### src/hw/dio_defs.svh
// Constants of the 48-line open-drain digital I/O port with event sense.
// Assumes word addressing on the host bus: ADDR carries the register index.
//
// Function
// - Upper data byte is never driven; register content rides on the low eight lines.
// - Reads of unassigned addresses return zero on the driven data lines.
// - Every read and write completes with no wait states.
// - The vector register also answers at its alias index 37H.
// - Six eight-bit ports cover 48 lines; D0 maps to each port's lowest line.
// - Writing a one to a port bit pulls that open-drain output low (on).
// - Reading a port returns the live on/off state of its eight lines.
// - Reset clears all port output registers, releasing every output.
// - Mask bit n set blocks host writes to port n; the port keeps its value.
// - Reading the mask register returns the six mask bits as written.
// - In standard mode mask bits 6 and 7 have no function.
// - After reset all mask bits are clear so every port accepts writes.
// - Writing 07H, 0DH, 06H, 12H in order to port 7 enters enhanced mode.
// - In enhanced mode port 7 bits 7:6 select and report the bank.
// - Bank code 00 is I/O, 01 event status and clear, 10 debounce.
// - Reset gives standard mode, clear masks and bank 0.
// - Each line has an event flip-flop; bank 1 ports 0-5 read them.
// - Writing zero to a bank 1 bit clears that flag, unless an enabled edge lands in that same cycle, and disables sensing.
// - Sensing on a line is enabled only by writing one to its bank 1 bit.
// - Polarity bit per four lines: zero flags falling, one flags rising edges.
// - Bank 1 port 6 bit 7 flags any event; bits 0-5 give per-port status.
`ifndef DIO_DEFS_SVH
`define DIO_DEFS_SVH

// ----------------------------------------------------------------------------
// Register indices
// ----------------------------------------------------------------------------
`define DIO_IDX_PORT6 6'h06
`define DIO_IDX_PORT7 6'h07
`define DIO_IDX_VEC 6'h17
`define DIO_IDX_VEC_ALIAS 6'h37

// ----------------------------------------------------------------------------
// Field positions, unlock bytes and reset values
// ----------------------------------------------------------------------------
`define DIO_BANK_MSB 7
`define DIO_BANK_LSB 6
`define DIO_STAT_ANY_BIT 7
`define DIO_UNLOCK_B0 8'h07
`define DIO_UNLOCK_B1 8'h0D
`define DIO_UNLOCK_B2 8'h06
`define DIO_UNLOCK_B3 8'h12
`define DIO_PORT_RST 48'h000000000000
`define DIO_MASK_RST 6'h00
`define DIO_VEC_RST 8'h00

`endif

### src/hw/dio_pkg.sv
// Types shared by the digital I/O port modules.
// Assumes nothing beyond a SystemVerilog compiler.
package dio_pkg;
    // Register bank codes carried in port 7 bits 7:6.
    typedef enum logic [1:0] {
        DIO_BANK_IO = 2'h0,
        DIO_BANK_EVT = 2'h1,
        DIO_BANK_DEB = 2'h2,
        DIO_BANK_BAD = 2'h3
    } dio_bank_t;

    // One-hot states of the enhanced mode unlock detector.
    typedef enum logic [4:0] {
        DIO_ULK_IDLE = 5'h01,
        DIO_ULK_GOT0 = 5'h02,
        DIO_ULK_GOT1 = 5'h04,
        DIO_ULK_GOT2 = 5'h08,
        DIO_ULK_ENH = 5'h10
    } dio_ulk_t;
endpackage : dio_pkg

### src/hw/dio_evt_if.sv
// Interface between the register logic and the event sense array.
// Assumes both ends run on the same clock.
`timescale 1ns/1ns
interface dio_evt_if;
    logic [47:0] wr_bits;
    logic [5:0] wr_port;
    logic [11:0] pol;
    logic [47:0] flags;
    modport ctl (output wr_bits, output wr_port, output pol, input flags);
    modport evt (input wr_bits, input wr_port, input pol, output flags);
endinterface : dio_evt_if

### src/hw/dio_event.sv
// Per-line event sense flip-flops with enable and nibble polarity.
// Assumes io_in is synchronous to clk and the interface is driven by dio_top.
`timescale 1ns/1ns
module dio_event (
    input wire logic clk,
    input wire logic reset_n,
    input wire logic [47:0] io_in,
    dio_evt_if.evt ev
);
    logic [47:0] prev_r;
    logic [47:0] en_r;
    logic [47:0] flag_r;

    // One sense cell per line; the port picks the write strobe, the nibble the polarity.
    for (genvar i = 0; i < 48; i++) begin : g_line
        logic clr;
        logic arm;
        logic hit;
        assign clr = ev.wr_port[i / 8] && !ev.wr_bits[i];
        assign arm = ev.wr_port[i / 8] && ev.wr_bits[i];
        assign hit = ev.pol[i / 4] ? (!prev_r[i] && io_in[i]) : (prev_r[i] && !io_in[i]);
        always_ff @(posedge clk) begin
            if (!reset_n) begin
                en_r[i] <= 1'b0;
                flag_r[i] <= 1'b0;
            end else begin
                en_r[i] <= clr ? 1'b0 : (arm ? 1'b1 : en_r[i]);
                flag_r[i] <= (flag_r[i] && !clr) || (en_r[i] && hit);
            end
        end
    end

    // Previous input level, used only for edge detection.
    // Reset takes the pulled-up idle level, so no false rising edge follows reset.
    always_ff @(posedge clk) begin
        if (!reset_n) prev_r <= 48'hFFFFFFFFFFFF;
        else prev_r <= io_in;
    end

    assign ev.flags = flag_r;
endmodule : dio_event

### src/hw/dio_top.sv
// Register logic of the 48-line open-drain digital I/O port with event sense.
// Assumes a host bus with a one-cycle active-low select, word index on ADDR,
// and pin levels that are already synchronous to CLK.
`timescale 1ns/1ns
`include "dio_defs.svh"
module dio_top
    import dio_pkg::*;
(
    input wire logic CLK,
    input wire logic RESET_N,
    input wire logic IO_SEL_N,
    input wire logic WR_N,
    input wire logic [5:0] ADDR,
    input wire logic [15:0] DATA_IN,
    output logic [15:0] DATA_OUT,
    output logic DATA_OE_LO,
    output logic DATA_OE_HI,
    output logic ACK_N,
    input wire logic [47:0] IO_IN,
    output logic [47:0] IO_OUT,
    output logic [47:0] IO_OE
);
    // ------------------------------------------------------------------------
    // Declarations
    // ------------------------------------------------------------------------
    logic [47:0] port_r;
    logic [5:0] mask_r;
    dio_bank_t bank_r;
    logic [7:0] pol03_r;
    logic [3:0] pol45_r;
    logic [7:0] vec_r;
    logic [7:0] rdata_r;
    logic rd_oe_r;
    logic ack_n_r;
    logic [47:0] io_out_r;
    logic acc;
    logic wr;
    logic rd;
    logic enh;
    dio_bank_t bank_eff;
    logic in_io;
    logic in_evt;
    logic is_low_port;
    logic is_p6;
    logic is_p7;
    logic is_vec;
    logic p7_wr;
    logic [7:0] wbyte;
    logic [5:0] port_wr;
    logic [5:0] port_any;
    logic [7:0] p6_rd;
    logic [7:0] p7_rd;
    logic [7:0] low_rd;
    logic [7:0] rdata_nxt;
    logic [7:0] port_rd [0:5];

    dio_evt_if ev ();

    // ------------------------------------------------------------------------
    // Access decode
    // ------------------------------------------------------------------------

    // Every access is answered in the cycle after its select, so no wait state is ever added.
    assign acc = !IO_SEL_N;
    assign wr = acc && !WR_N;
    assign rd = acc && WR_N;
    assign wbyte = DATA_IN[7:0];

    // Standard mode behaves as bank 0; the bank field only counts once enhanced.
    assign bank_eff = enh ? bank_r : DIO_BANK_IO;
    assign in_io = (bank_eff == DIO_BANK_IO);
    assign in_evt = (bank_eff == DIO_BANK_EVT);

    // Address classes; the vector register answers at both of its indices.
    assign is_low_port = (ADDR < 6'h06);
    assign is_p6 = (ADDR == `DIO_IDX_PORT6);
    assign is_p7 = (ADDR == `DIO_IDX_PORT7);
    assign is_vec = (ADDR == `DIO_IDX_VEC) || (ADDR == `DIO_IDX_VEC_ALIAS);
    assign p7_wr = wr && is_p7;

    // ------------------------------------------------------------------------
    // Unlock detector
    // ------------------------------------------------------------------------

    // Every access reaches the detector, so a stray access breaks the sequence.
    dio_unlock u_unlock (
        .clk(CLK),
        .reset_n(RESET_N),
        .acc(acc),
        .p7_wr(p7_wr),
        .wdata(wbyte),
        .enh(enh)
    );

    // ------------------------------------------------------------------------
    // Port output registers
    // ------------------------------------------------------------------------

    // One byte lane per port; D0 lands on the lowest line of the group.
    for (genvar p = 0; p < 6; p++) begin : g_port
        assign port_wr[p] = wr && (ADDR == 6'(p)) && in_io && !mask_r[p];
        assign port_rd[p] = in_evt ? ev.flags[p * 8 +: 8] : ~IO_IN[p * 8 +: 8];
        assign port_any[p] = |ev.flags[p * 8 +: 8];
        assign ev.wr_port[p] = wr && (ADDR == 6'(p)) && in_evt;
        always_ff @(posedge CLK) begin
            if (!RESET_N) port_r[p * 8 +: 8] <= 8'(`DIO_PORT_RST >> (p * 8));
            else if (port_wr[p]) port_r[p * 8 +: 8] <= wbyte;
        end
    end

    // The same written byte serves all six ports; only the selected strobe acts on it.
    assign ev.wr_bits = {6{wbyte}};
    assign ev.pol = {pol45_r, pol03_r};

    // ------------------------------------------------------------------------
    // Mask, bank, polarity and vector registers
    // ------------------------------------------------------------------------

    // Mask lives in port 7 of standard mode and of bank 0; the unlock bytes land here too.
    always_ff @(posedge CLK) begin
        if (!RESET_N) mask_r <= `DIO_MASK_RST;
        else if (p7_wr && in_io) mask_r <= wbyte[5:0];
    end

    // Bank field is written from any bank once enhanced, and ignored in standard mode.
    always_ff @(posedge CLK) begin
        if (!RESET_N) bank_r <= DIO_BANK_IO;
        else if (p7_wr && enh) bank_r <= dio_bank_t'(wbyte[`DIO_BANK_MSB:`DIO_BANK_LSB]);
    end

    // Polarity for ports 0-3 is written through port 6 of bank 1.
    always_ff @(posedge CLK) begin
        if (!RESET_N) pol03_r <= 8'h00;
        else if (wr && is_p6 && in_evt) pol03_r <= wbyte;
    end

    // Polarity for ports 4-5 shares port 7 of bank 1 with the bank field.
    always_ff @(posedge CLK) begin
        if (!RESET_N) pol45_r <= 4'h0;
        else if (p7_wr && in_evt) pol45_r <= wbyte[3:0];
    end

    // Vector register, stored for software; no interrupt is raised here.
    always_ff @(posedge CLK) begin
        if (!RESET_N) vec_r <= `DIO_VEC_RST;
        else if (wr && is_vec) vec_r <= wbyte;
    end

    // ------------------------------------------------------------------------
    // Read data selection
    // ------------------------------------------------------------------------

    // Event summary: bit 7 is any event, bit 6 unused, bits 5:0 per port.
    assign p6_rd = in_evt ? {|port_any, 1'b0, port_any} : 8'h00;

    // Port 7 shows the mask in bank 0, polarity in bank 1 and the bank in every enhanced bank.
    assign p7_rd = !enh ? {2'b00, mask_r} :
        in_io ? {bank_r, mask_r} :
        in_evt ? {bank_r, 2'b00, pol45_r} :
        {bank_r, 6'h00};

    // Debounce bank ports are not held here and read as zero.
    assign low_rd = (in_io || in_evt) ? port_rd[ADDR[2:0]] : 8'h00;

    // Anything not decoded reads as zero.
    assign rdata_nxt = is_low_port ? low_rd :
        is_p6 ? p6_rd :
        is_p7 ? p7_rd :
        is_vec ? vec_r :
        8'h00;

    // ------------------------------------------------------------------------
    // Bus answer registers
    // ------------------------------------------------------------------------

    // Read data is latched on the select edge and held until the next read.
    always_ff @(posedge CLK) begin
        if (!RESET_N) rdata_r <= 8'h00;
        else if (rd) rdata_r <= rdata_nxt;
    end

    // Acknowledge pulses one cycle after each select; the low-lane enable pulses only after a read.
    always_ff @(posedge CLK) begin
        if (!RESET_N) begin
            ack_n_r <= 1'b1;
            rd_oe_r <= 1'b0;
        end else begin
            ack_n_r <= !acc;
            rd_oe_r <= rd;
        end
    end

    // Open-drain outputs only ever pull low; this level register never leaves zero.
    always_ff @(posedge CLK) begin
        if (!RESET_N) io_out_r <= 48'h000000000000;
        else io_out_r <= 48'h000000000000;
    end

    // A one in the port register enables the low driver, turning the point on.
    assign IO_OE = port_r;
    assign IO_OUT = io_out_r;
    assign DATA_OUT = {8'h00, rdata_r};
    assign DATA_OE_LO = rd_oe_r;
    assign DATA_OE_HI = 1'b0;
    assign ACK_N = ack_n_r;

    // ------------------------------------------------------------------------
    // Event sense array
    // ------------------------------------------------------------------------

    // Edge detection, enables and flags for all 48 lines.
    dio_event u_event (
        .clk(CLK),
        .reset_n(RESET_N),
        .io_in(IO_IN),
        .ev(ev)
    );
endmodule : dio_top

### src/hw/dio_unlock.sv
// Enhanced mode unlock detector for the digital I/O port.
// Assumes acc marks each host access for one cycle and p7_wr a write to port 7.
`timescale 1ns/1ns
`include "dio_defs.svh"
module dio_unlock
    import dio_pkg::*;
(
    input wire logic clk,
    input wire logic reset_n,
    input wire logic acc,
    input wire logic p7_wr,
    input wire logic [7:0] wdata,
    output logic enh
);
    dio_ulk_t st_r;
    dio_ulk_t st_nxt;
    logic restart;

    // A wrong byte that is itself the first unlock byte starts a fresh attempt.
    assign restart = p7_wr && (wdata == `DIO_UNLOCK_B0);

    // Sequence walk; once enhanced, only reset leaves.
    always_comb begin
        st_nxt = st_r;
        if (acc && st_r != DIO_ULK_ENH) begin
            st_nxt = restart ? DIO_ULK_GOT0 : DIO_ULK_IDLE;
            case (st_r)
                DIO_ULK_GOT0: if (p7_wr && wdata == `DIO_UNLOCK_B1) st_nxt = DIO_ULK_GOT1;
                DIO_ULK_GOT1: if (p7_wr && wdata == `DIO_UNLOCK_B2) st_nxt = DIO_ULK_GOT2;
                DIO_ULK_GOT2: if (p7_wr && wdata == `DIO_UNLOCK_B3) st_nxt = DIO_ULK_ENH;
                default: ;
            endcase
        end
    end

    // State register; reset returns standard mode.
    always_ff @(posedge clk) begin
        if (!reset_n) st_r <= DIO_ULK_IDLE;
        else st_r <= st_nxt;
    end

    assign enh = (st_r == DIO_ULK_ENH);
endmodule : dio_unlock

### config.mk
export PLATFORM = sky130hd
export DESIGN_NAME = dio_top
export DESIGN_NICKNAME = d
export VERILOG_FILES = /design/src/hw/dio_pkg.sv /design/src/hw/dio_evt_if.sv /design/src/hw/dio_event.sv /design/src/hw/dio_top.sv /design/src/hw/dio_unlock.sv
export VERILOG_INCLUDE_DIRS = /design/src /design/src/hw
export SDC_FILE = /design/constraint.sdc
export NUM_CORES = 1
export LEC_CHECK = 0
export ABC_AREA = 1
export BUFFER_PORTS_ARGS = -buffer_cell sky130_fd_sc_hd__buf_4
export CAP_MARGIN = 10
export CORE_ASPECT_RATIO = 1.25
export CORE_UTILIZATION = 51
export CTS_CLUSTER_DIAMETER = 120
export DETAILED_ROUTE_END_ITERATION = 7
export GPL_TIMING_DRIVEN = 0
export PLACE_DENSITY_LB_ADDON = 0.08
export SETUP_SLACK_MARGIN = 0.3
export SYNTH_ARGS = -nofsm -noshare
export SYNTH_HDL_FRONTEND = slang
export SYNTH_HIERARCHICAL = 1
export SYNTH_SLANG_ARGS = --single-unit
### constraint.sdc
create_clock -name CLK -period 1.85 [get_ports CLK]
set_input_delay 0.185 -clock CLK [delete_from_list [all_inputs] [get_ports CLK]]
set_output_delay 0.185 -clock CLK [all_outputs]
set_load 0.02 [all_outputs]
== After elaboration in Yosys (flattened, before gate mapping) ==
Index checks and enable logic that the tools add are counted.

* $lt $le $gt $ge: 2
* Reduce and logical (&&, ||, !) cells: 593
* Muxes and demuxes: 72
* Bitwise gates (word level): 8
* Equal/unequal tests: 19

{| class="wikitable"
|+ Operators by type and width
! cell !! count
|-
| 1-bit logical AND || 326
|-
| 1-bit logical NOT || 160
|-
| 8-bit 2-to-1 mux || 15
|-
| 2-bit OR reduction || 48
|-
| 1-bit logical OR || 50
|-
| 1-bit 2-to-1 mux || 48
|-
| 8-bit NOT || 6
|-
| 48-bit OR reduction || 1
|-
| 8-bit OR reduction || 6
|-
| 8-bit binary-select mux with 3-bit select || 1
|-
| 6-bit by 3-bit == test with 1-bit output, second input constant || 4
|-
| 8-bit by 3-bit == test with 1-bit output, second input constant || 2
|-
| 5-bit 2-to-1 mux || 3
|-
| 5-bit case mux with 3 select lines || 1
|-
| 6-bit by 2-bit == test with 1-bit output, second input constant || 2
|-
| 8-bit by 4-bit == test with 1-bit output, second input constant || 1
|-
| 8-bit by 5-bit == test with 1-bit output, second input constant || 1
|-
| 6-bit by 1-bit == test with 1-bit output, second input constant || 1
|-
| 6-bit by 5-bit == test with 1-bit output, second input constant || 1
|-
| 6-bit == test, second input constant || 1
|-
| 6-bit logical NOT || 1
|-
| 6-bit by 3-bit < comparator with 1-bit output, second input constant || 1
|-
| 6-bit 2-to-1 mux || 1
|-
| 5-bit by 2-bit == test with 1-bit output, second input constant || 1
|-
| 11 further kinds || 12
|}

* Register bits after elaboration: 235
* Output and inout port bits: 115

== Logic depth before layout (Yosys ltp) ==
Gate-level depths: netlist of run 1.

* Depth in word-level cells: 9
* Mapped depth: 15
* Gate-level depth less buffers: 14

== Hierarchy ==
Netlist of run 1, hierarchy kept.

{| class="wikitable"
|+ Modules (own cells, without submodules)
! module !! times used !! seq. area each (µm²) !! area an instance (µm²) !! cells each
|-
| dio_event || 1 || 2882.8 || 5888.1 || 761
|-
| dio_top || 1 || 1721.7 || 5186.2 || 795
|-
| dio_unlock || 1 || 100.1 || 410.4 || 69
|}

== Least setup slack after synthesis of run 1 ==
No wires, ideal clock.

* Path type: reg2reg
* Start: reg u_unlock.st_r[2]
* End: reg u_event.flag_r[40] (netlist: u_event/ev.flags[40])
* Arrival time: 1.854 ns
* Setup time: 0.132 ns
* Period minus slack after synthesis: 1.987 ns
* Setup slack: -0.137 ns
* Data required time: 1.718 ns
* Stages on the path, launching flop included: 14
* Cell sequence: dfxtp_1 nor2_2 nand3_2 inv_1 buf_4 nand3_2 buf_6 buf_4 nor3_1 buf_4 inv_2 or2_1 nand2_1 a21oi_1

* Longest elaborated chain between the ends: 8

{| class="wikitable"
|+ RTL lines
! item !! line !! text
|-
| from (decl) || dio_unlock.sv:15 || <nowiki>dio_ulk_t st_r;</nowiki>
|-
| from (signal assigned) || dio_unlock.sv:39 || <nowiki>else st_r <= st_nxt;</nowiki>
|-
| 5-bit == test || dio_unlock.sv:42 || <nowiki>assign enh = (st_r == DIO_ULK_ENH);</nowiki>
|-
| via enh || dio_top.sv:39 || <nowiki>logic enh;</nowiki>
|-
| 2-bit 2-to-1 mux || dio_top.sv:70 || <nowiki>assign bank_eff = enh ? bank_r : DIO_BANK_IO;</nowiki>
|-
| 2-bit by 1-bit == test with 1-bit output || dio_top.sv:72 || <nowiki>assign in_evt = (bank_eff == DIO_BANK_EVT);</nowiki>
|-
| 1-bit logical AND || dio_top.sv:104 || <nowiki>assign ev.wr_port[p] = wr && (ADDR == 6'(p)) && in_evt;</nowiki>
|-
| via ev.wr_port[5] || dio_evt_if.sv:6 || <nowiki>logic [5:0] wr_port;</nowiki>
|-
| 1-bit logical AND || dio_event.sv:19 || <nowiki>assign clr = ev.wr_port[i / 8] && !ev.wr_bits[i];</nowiki>
|-
| 1-bit logical NOT || dio_event.sv:28 || <nowiki>flag_r[i] <= (flag_r[i] && !clr) || (en_r[i] && hit);</nowiki>
|-
| 1-bit logical AND || dio_event.sv:28 ||
|-
| 1-bit logical OR || dio_event.sv:28 ||
|-
| to (signal, indexed assignment) || dio_event.sv:28 ||
|-
| to (decl) || dio_event.sv:12 || <nowiki>logic [47:0] flag_r;</nowiki>
|}

The timed path passes the listed nets, and every way through them passes these cells.
A chain may end at the register's enable or synchronous reset.

== Worst setup path after layout of run 1 ==
* Start: reg u_unlock.st_r[3]
* End: reg rdata_r[7]

* Longest elaborated chain between the ends: 9

{| class="wikitable"
|+ RTL lines
! item !! line !! text
|-
| 5-bit == test (*) || dio_unlock.sv:42 ||
|-
| via enh || dio_top.sv:39 ||
|-
| 2-bit 2-to-1 mux || dio_top.sv:70 ||
|-
| 2-bit by 1-bit == test with 1-bit output || dio_top.sv:72 ||
|-
| 8-bit 2-to-1 mux || dio_top.sv:102 || <nowiki>assign port_rd[p] = in_evt ? ev.flags[p * 8 +: 8] : ~IO_IN[p * 8 +: 8];</nowiki>
|-
| 8-bit binary-select mux with 3-bit select || dio_top.sv:163 || <nowiki>assign low_rd = (in_io || in_evt) ? port_rd[ADDR[2:0]] : 8'h00;</nowiki>
|-
| 8-bit 2-to-1 mux (not written as such) (2 in a row) || dio_top.sv:163 ||
|-
| 8-bit 2-to-1 mux || dio_top.sv:163 ||
|-
| 8-bit 2-to-1 mux (*) || dio_top.sv:166 || <nowiki>assign rdata_nxt = is_low_port ? low_rd :</nowiki>
|-
| to (signal assigned) || dio_top.sv:179 || <nowiki>else if (rd) rdata_r <= rdata_nxt;</nowiki>
|-
| to (decl) || dio_top.sv:32 || <nowiki>logic [7:0] rdata_r;</nowiki>
|}

The timed path passes the listed nets; every way through them passes the cells marked *. The select of a mux whose other input is x is not followed.

==> key figures, run 1 <==
Synth
  • FF+latch count, synth: 235
  • Largest family of logic cells by synthesized area: simple AND/OR/NAND/NOR gates
  • Seq/Total Area, Yosys: between 40% and 50%
  • Synth warnings: 6
  • Cells after Synth: approximately 1.6k
  • Mapped Avg Cell Area: 7.07 um^2
  • Adder-cell share of the synthesized area: 0%
  • Synth cell types: 35
  • Synth Area in Simple Gates: between 20% and 30%
  • XOR/XNOR share of the synthesized area: 0%
  • Mux cell area share after synthesis: 0%
  • Post-Syn Area: 11500 um^2
  • Compound-Gate Fraction of Synth Area: between 10% and 20%

GRT
  • Vias in the first global route: roughly 11k
  • Largest net degree at the start of global routing: 16
  • GRT Total Usage: 31.6%
  • Initial antenna violation count: 1
  • Grt ovf: 0
  • Global-route wire length before repair: 55900 um

Flow run
  • Max Cap Violations: 0

Setup path
  • Worst Path Required: around 2.3 ns
  • Worst EP arrival: 2.45 ns
  • Critical path class: reg -> reg
  • Register-to-Register Setup Slack: -0.15 ns
  • CP endpoint kind: flip-flop
  • Max FO, Critical Path: 8
  • Worst setup SP type: flip-flop
  • Reg-to-Reg End: rdata_r[7]
  • R2R depth: 16
  • Crit path from: u_unlock/st_r[3]
  • RR Startpoint: u_unlock/st_r[3]
  • Worst setup endpoint: rdata_r[7]

Timing
  • Clock skew: between 0.015 and 0.02 ns
  • Slew at the pin closest to its max-slew limit: ~0.65 ns
  • Fin crit period: roughly 2.0 ns
  • Final TNS setup: -6.90 ns
  • Final period util: 108%
  • Final setup vio count: 96
  • Max Fclk: roughly 500 MHz
  • Hold Vio Cnt, Final: 0
  • Normalized max-slew margin: a little under three fifths
  • Final Slew Violations: 0
  • Setup repair after global routing missed its margin: yes
  • Fin worst setup slack: -0.150 ns

Clocking
  • H-tree depth: 1
  • CTS tree: yes
  • Root buf cell: clkbuf_16
  • Worst skew pair latency: around 0.53 ns
  • Clock slew seen by the registers of the worst setup and hold paths: around 0.060 ns
  • Sink Count: ~240
  • Clock Path Buffers: 3
  • Cts bufs inserted: 24

Power and ir drop
  • PwrDens: between 700 and 800 nW/um^2
  • Leakage: between 7 and 8 nW
  • Overall power: about 0.011 W
  • Worst VDD drop: about 0.73 mV

Detailed routing
  • Drt pass-1 iters: 6
  • Via count: between 10k and 15k
  • Final wirelength: about 37000 um
  • Wire per inst: between 15 and 20 um
  • Number of antenna-violating nets in the routed design: 0
  • Iter 0 DRT Violations: between 900 and 1k
  • # DRC: 0
  • Vias per cell: about 5.2

Layout
  • Area Overhead vs Synth: 34.7%
  • Final Cell Area: 15500 um^2
  • Final #Nets: 2007
  • Layout cells sized above 1: 23.9%

Placement
  • Post-DP Area: around 13000 um^2
  • Placer Congestion: a little over 0.9
  • Dpl hpwl: about 25000 um
  • Number of port buffers: roughly 120

Floorplan
  • Core ar.: about 22000 um^2
  • Row Count: approximately 60
  • Starting Density: roughly 52%
  • Die height: around 170 um
  • Chip Width: about 140 um
  • Die ar.: about 23000 um^2
  • Top Ports: 189

Run status
  • Failing checks: negative setup slack
  • Outcome: complete, but fails checks

Worst hold path
  • Hold Path Class: in -> reg
-- logic make-up after synthesis --
group,count (synthesis)
other cells,1
flops,235
simple gates,767
buf+inv,354
compound gates,268
-- worst max-delay path, stage by stage (launching register included) --
cell and delay, ns:
dfxtp_4 0.36, nor2_4 0.11, nand3_2 0.10, inv_2 0.08
buf_8 0.13, nand2_8 0.06, nor2_4 0.12, buf_12 0.15
buf_6 0.10, nand2_1 0.04, nand3_1 0.07, nand2_1 0.05
nor2_1 0.17, nor2_1 0.08, nor2_1 0.14, nor2_1 0.08
nor2_1 0.09
-- flip-flops by register name, summed over array words and instances (netlist names) --
signal and flops:
pol03_r 8, rdata_r 8, u_event/ev.flags 48, pol45_r 4, vec_r 8, u_event/prev_r 48, u_event/en_r 48, IO_OE 48
ACK_N 1, bank_r 2, u_unlock/st_r 5, DATA_OE_LO 1, mask_r 6
-- per-layer routing --
metal  share of wire, %  GRT usage, %  up-vias
li1                   -             -     5640
met5                  0             0        -
met4                3.8          14.0        0
met1                 40          38.0     5345
met3                8.0          5.65       97
met2                 48          54.4      504
-- cell usage after synthesis --
master | n | area (um^2)
nor3_2 | 3 | 30.0
buf_4 | 73 | 548
nand4_1 | 6 | 37.5
inv_2 | 17 | 63.8
nand3_2 | 3 | 30.0
nand3b_1 | 2 | 15.0
nand4_2 | 2 | 25.0
nor2_4 | 4 | 45.0
clkinv_1 | 2 | 7.51
a21oi_1 | 102 | 510
buf_6 | 10 | 113
a21oi_2 | 20 | 175
o211a_1 | 48 | 480
buf_1 | 1 | 3.75
nor2_2 | 7 | 43.8
or2_1 | 48 | 300
nand3_1 | 119 | 596
clkbuf_1 | 12 | 45.0
o211ai_1 | 1 | 7.51
a221oi_2 | 1 | 15.0
nand2_2 | 5 | 31.3
nor3_1 | 9 | 45.0
a211oi_1 | 14 | 105
inv_1 | 222 | 833
conb_1 | 1 | 3.75
nor3_4 | 5 | 81.3
nand2_1 | 478 | 1790
buf_2 | 17 | 85.1
o21ai_0 | 66 | 330
o21ai_2 | 1 | 8.76
nand2_4 | 1 | 11.3
nor2_1 | 75 | 282
dfxtp_1 | 235 | 4700
o21ai_1 | 13 | 65.1
o22ai_1 | 2 | 12.5
-- layout make-up --
class | instances | area [um^2]
Tap cell | 283 | 354
Multi-Input combinational cell | 1092 | 5730
Clock buffer | 33 | 706
Clock inverter | 7 | 110
Sequential cell | 235 | 4710
Inverter | 241 | 942
Fill cell | 1859 | 6670
Buffer | 113 | 933
Timing Repair Buffer | 226 | 1980
Antenna cell | 1 | 2.50
-- power breakdown --
group	leakage [nW]	switching (W)	internal (W)
Combinational	5.32	0.000733	0.000452
Clock	0.406	0.00203	0.00306
Sequential	1.91	0.0000459	0.00514
-- cell usage in the layout, fill, tap and decap left out, types with 26 or more instances in the layout --
cell           instances
nand2_1              455
dfxtp_1              231
inv_1                219
buf_4                219
a21oi_1               95
nand3_1               95
nor2_1                71
conb_1                57
dlygate4sd3_1         51
o211a_1               48
o21ai_0               46
or2_1                 46
a21oi_2               26
clkbuf_16             26
-- worst min-delay path by stage --
stage / startpoint / end / slack (ns) / cells past startpoint
after floorplan: IO_IN[0] / u_event/prev_r[0] / 0.28 / 2
after global placement: IO_IN[28] / u_event/prev_r[28] / 0.39 / 3
after detailed placement: IO_IN[22] / u_event/prev_r[22] / 0.39 / 3
after CTS: IO_SEL_N / u_unlock/st_r[0] / 0.03 / 5
after global routing: IO_SEL_N / u_unlock/st_r[4] / 0.04 / 4
final: IO_SEL_N / u_unlock/st_r[0] / 0.04 / 5
-- stage by stage --
stage | utilization (%) | std cells | setup slack (ns) | hold WS, ns
finish | 69.9 | 2231 | -0.150 | 0.0409
global route | 69.9 | 2231 | -0.246 | 0.0374
CTS | 68.5 | 2220 | -0.127 | 0.0303
detailed placement | 59.0 | 2085 | -0.347 | 0.393
global placement | 59.0 | 2085 | -0.315 | 0.388
floorplan | - | 1681 | 0.00998 | 0.281
-- repair_timing --
item	CTS	global route
resized for setup	106	62
endpoints found under the hold margin	67	0
endpoints found under the setup margin	170	171
setup buffers	40	8
hold buffers	51	0
pin swaps	38	38
gates cloned	4	2
(Power assumes the default switching activity.)
==> run 2, diff against run 1 <==
CORE_UTILIZATION = 35   (was 51)
HOLD_SLACK_MARGIN = 0.12   (was unset)
==> key figures, run 2 (synthesized netlist as in run 1, its figures left out) <==
Detailed routing
  • Wire per inst: 17.1 um (+2.4%)
  • Drt pass-1 iters: 5 (-1)
  • Final wirelength: 40700 um (+9.2%)
  • Via count: 11.4k (-2.0%)
  • Vias per cell: 4.77 (-8.1%)
  • Iter 0 DRT Violations: 666 (-31%)
  • Number of antenna-violating nets in the routed design: 0 (unchanged)
  • # DRC: 0 (unchanged)

Power and ir drop
  • Worst VDD drop: 0.755 mV (+4.1%)
  • Overall power: 0.0116 W (+1.1%)
  • Leakage: 7.73 nW (+1.3%)
  • PwrDens: 729 nW/um^2 (-1.5%)

Layout
  • Layout cells sized above 1: 25.7% (+1.8 points)
  • Final #Nets: 2021 (+0.70%)
  • Area Overhead vs Synth: 38.3%
  • Commonest non-fill, non-tap cell in the layout: nand2_1
  • Commonest non-fill, non-tap cells in the layout: 442 x nand2_1, 231 x dfxtp_1, 219 x inv_1
  • Fin cells: 2379 (+6.6%)
  • # fillers: 3227 (+74%)
  • Multi-input gate area: 5780 um^2 (+0.90%)
  • Register area: 4710 um^2 (about the same)

Floorplan
  • Starting Density: 35.8% (-16 points)
  • Row Count: 73 (+20%)
  • Chip Width: 164 um (+20%)
  • Core ar.: 32100 um^2 (+45%)
  • Top Ports: 189 (unchanged)
  • Die height: 205 um (+20%)
  • Die ar.: 33500 um^2 (+45%)

Placement
  • Dpl hpwl: 27700 um (+11%)
  • Placed Instances: 2214 (+6.2%)
  • Placer Congestion: 0.865 (-6.9%)
  • Number of port buffers: 121 (unchanged)
  • Place WS: -0.360 ns (-0.0133 ns)

GRT
  • GRT busiest layer: met2
  • Met3 Use GR: 3.12% (-2.5 points)
  • Vias in the first global route: 10.8k (+0.12%)
  • Largest net degree at the start of global routing: 16 (unchanged)
  • GRT Total Usage: 23.8% (-7.8 points)
  • Global-route wire length before repair: 60300 um (+7.8%)
  • Grt ovf: 0 (unchanged)
  • Met2 usage in global routing: 41.1% (-13 points)
  • Met1 usage: 29.9% (-8.1 points)
  • Initial antenna violation count: 0 (-1)

Clocking
  • Root buf cell: clkbuf_16
  • Clock Path Buffers: 3 (unchanged)
  • Cts bufs inserted: 26 (+8.3%)
  • CTS tree: yes
  • Worst skew pair latency: 0.53 ns (about the same)
  • Sink Count: 235 (unchanged)
  • Clock slew seen by the registers of the worst setup and hold paths: 0.07 ns (about the same)
  • H-tree depth: 1 (unchanged)

Setup path
  • Worst setup endpoint: rdata_r[7]
  • RR Startpoint: u_unlock/st_r[2]
  • Worst EP arrival: 2.49 ns (+0.04 ns)
  • Reg-to-Reg End: rdata_r[7]
  • WP buf/inv: 4 (unchanged)
  • Crit path from: u_unlock/st_r[2]
  • Worst setup SP type: flip-flop
  • Worst Path Required: 2.31 ns (about the same)
  • Largest stage delay on the critical path: 0.33 ns (-0.03 ns)
  • Max FO, Critical Path: 5 (-3)
  • CP endpoint kind: flip-flop
  • Critical Path, Cell by Cell: nor2_2 > nand3_2 > inv_2 > buf_8 > nand2_8 > nor2_4 > buf_6 > buf_6 > nand2_2 > nand3_2 > nand2_2 > nor2_2 > nor2_1 > nor2_1 > nor2_1 > nor2_1
  • Most common cell on crit path: nor2_1
  • Register-to-Register Setup Slack: -0.17 ns (-0.02 ns)
  • Worst path top cell family by delay: simple AND/OR/NAND/NOR gates
  • R2R depth: 16 (unchanged)
  • CP Depth: 16 (unchanged)
  • Critical path's slowest cell: dfxtp_2
  • Critical path class: reg -> reg

Timing
  • Clock skew: 0.0150 ns (-0.00298 ns)
  • Max Fclk: 494 MHz (-1.2%)
  • Fin worst setup slack: -0.174 ns (-0.0241 ns)
  • Setup repair after global routing missed its margin: yes
  • Normalized max-slew margin: 47.2% (-9.3 points)
  • Final Slew Violations: 0 (unchanged)
  • Final TNS setup: -5.39 ns (+1.51 ns)
  • Final setup vio count: 130 (+35%)
  • Final period util: 109% (+1.3 points)
  • Fin crit period: 2.02 ns (+0.0241 ns)
  • Slew at the pin closest to its max-slew limit: 0.793 ns (+0.140 ns)
  • Hold Vio Cnt, Final: 0 (unchanged)

Run status
  • Outcome: complete, but fails checks
  • Failing checks: negative setup slack

Worst hold path
  • Hold Startpoint: ADDR[2]
  • Worst hold path depth: 5 (unchanged)
  • Hold Path Class: in -> reg

Flow run
  • Max Cap Violations: 0 (unchanged)
-- run 2: changes by cell type in the layout (fill, tap and decap cells not counted), moves of 6 or more --
cell / before / now
nand2_2: 22 / 40
or2_1: 46 / 32
or2_4: 2 / 16
nand2_1: 455 / 442
dlygate4sd3_1: 51 / 59
a21oi_2: 26 / 32
-- run 2: how the worst min path moves through the flow --
stage	to	slack (ns)
after floorplan	u_event/prev_r[0]	0.28
after global routing	rdata_r[1]	0.17
after detailed placement	u_event/prev_r[22]	0.40
after global placement	u_event/prev_r[19]	0.39
after CTS	rdata_r[1]	0.15
final	rdata_r[1]	0.16
-- run 2: repair_timing --
| item | 4_1_cts | 5_1_grt |
|---|---|---|
| endpoints found under the setup margin | 170 | 170 |
| endpoints found under the hold margin | 124 | 0 |
| gates resized for setup | 85 | 110 |
| pin swaps | 27 | 44 |
| hold buffers | 59 | 0 |
| cloned | 5 | 7 |
| buffers inserted | 36 | 10 |
-- run 2: cell type report --
class / count / area share [%]
repair buffers: 237 / 13.6
clock inverters: 10 / 0.512
diodes: 1 / 0.0158
well taps: 412 / 3.25
multi-input cells: 1093 / 36.4
flip-flops and latches: 235 / 29.6
clock buffers: 37 / 4.80
plain buffers: 113 / 5.84
inverters: 241 / 6.01
-- run 2: layer usage --
| layer | vias to the layer above | wire length, um |
|---|---|---|
| met4 | 0 | 1330 |
| met3 | 80 | 2370 |
| li1 | 5682 | - |
| met2 | 377 | 19600 |
| met1 | 5212 | 17400 |
| met5 | - | 0 |
-- run 2: where the power goes --
| group | switching [W] | leakage (nW) | internal [W] |
|---|---|---|---|
| sequential | 0.0000459 | 1.91 | 0.00514 |
| clock | 0.00219 | 0.421 | 0.00301 |
| combinational | 0.000748 | 5.40 | 0.000459 |
-- run 2: through the flow --
stage | utilization (%) | instance area, um^2 | hold slack, ns
after floorplan | - | 11800 | 0.281
after global placement | 41.2 | 13200 | 0.389
after detailed placement | 41.2 | 13200 | 0.395
after CTS | 47.8 | 15300 | 0.146
after global routing | 49.5 | 15900 | 0.172
final | 49.5 | 15900 | 0.165
-- run 2: tightest hold or removal path, stage by stage --
cell	delay [ns]
buf_4	0.12
inv_2	0.11
o21ai_2	0.09
nand2_1	0.05
a21oi_1	0.11
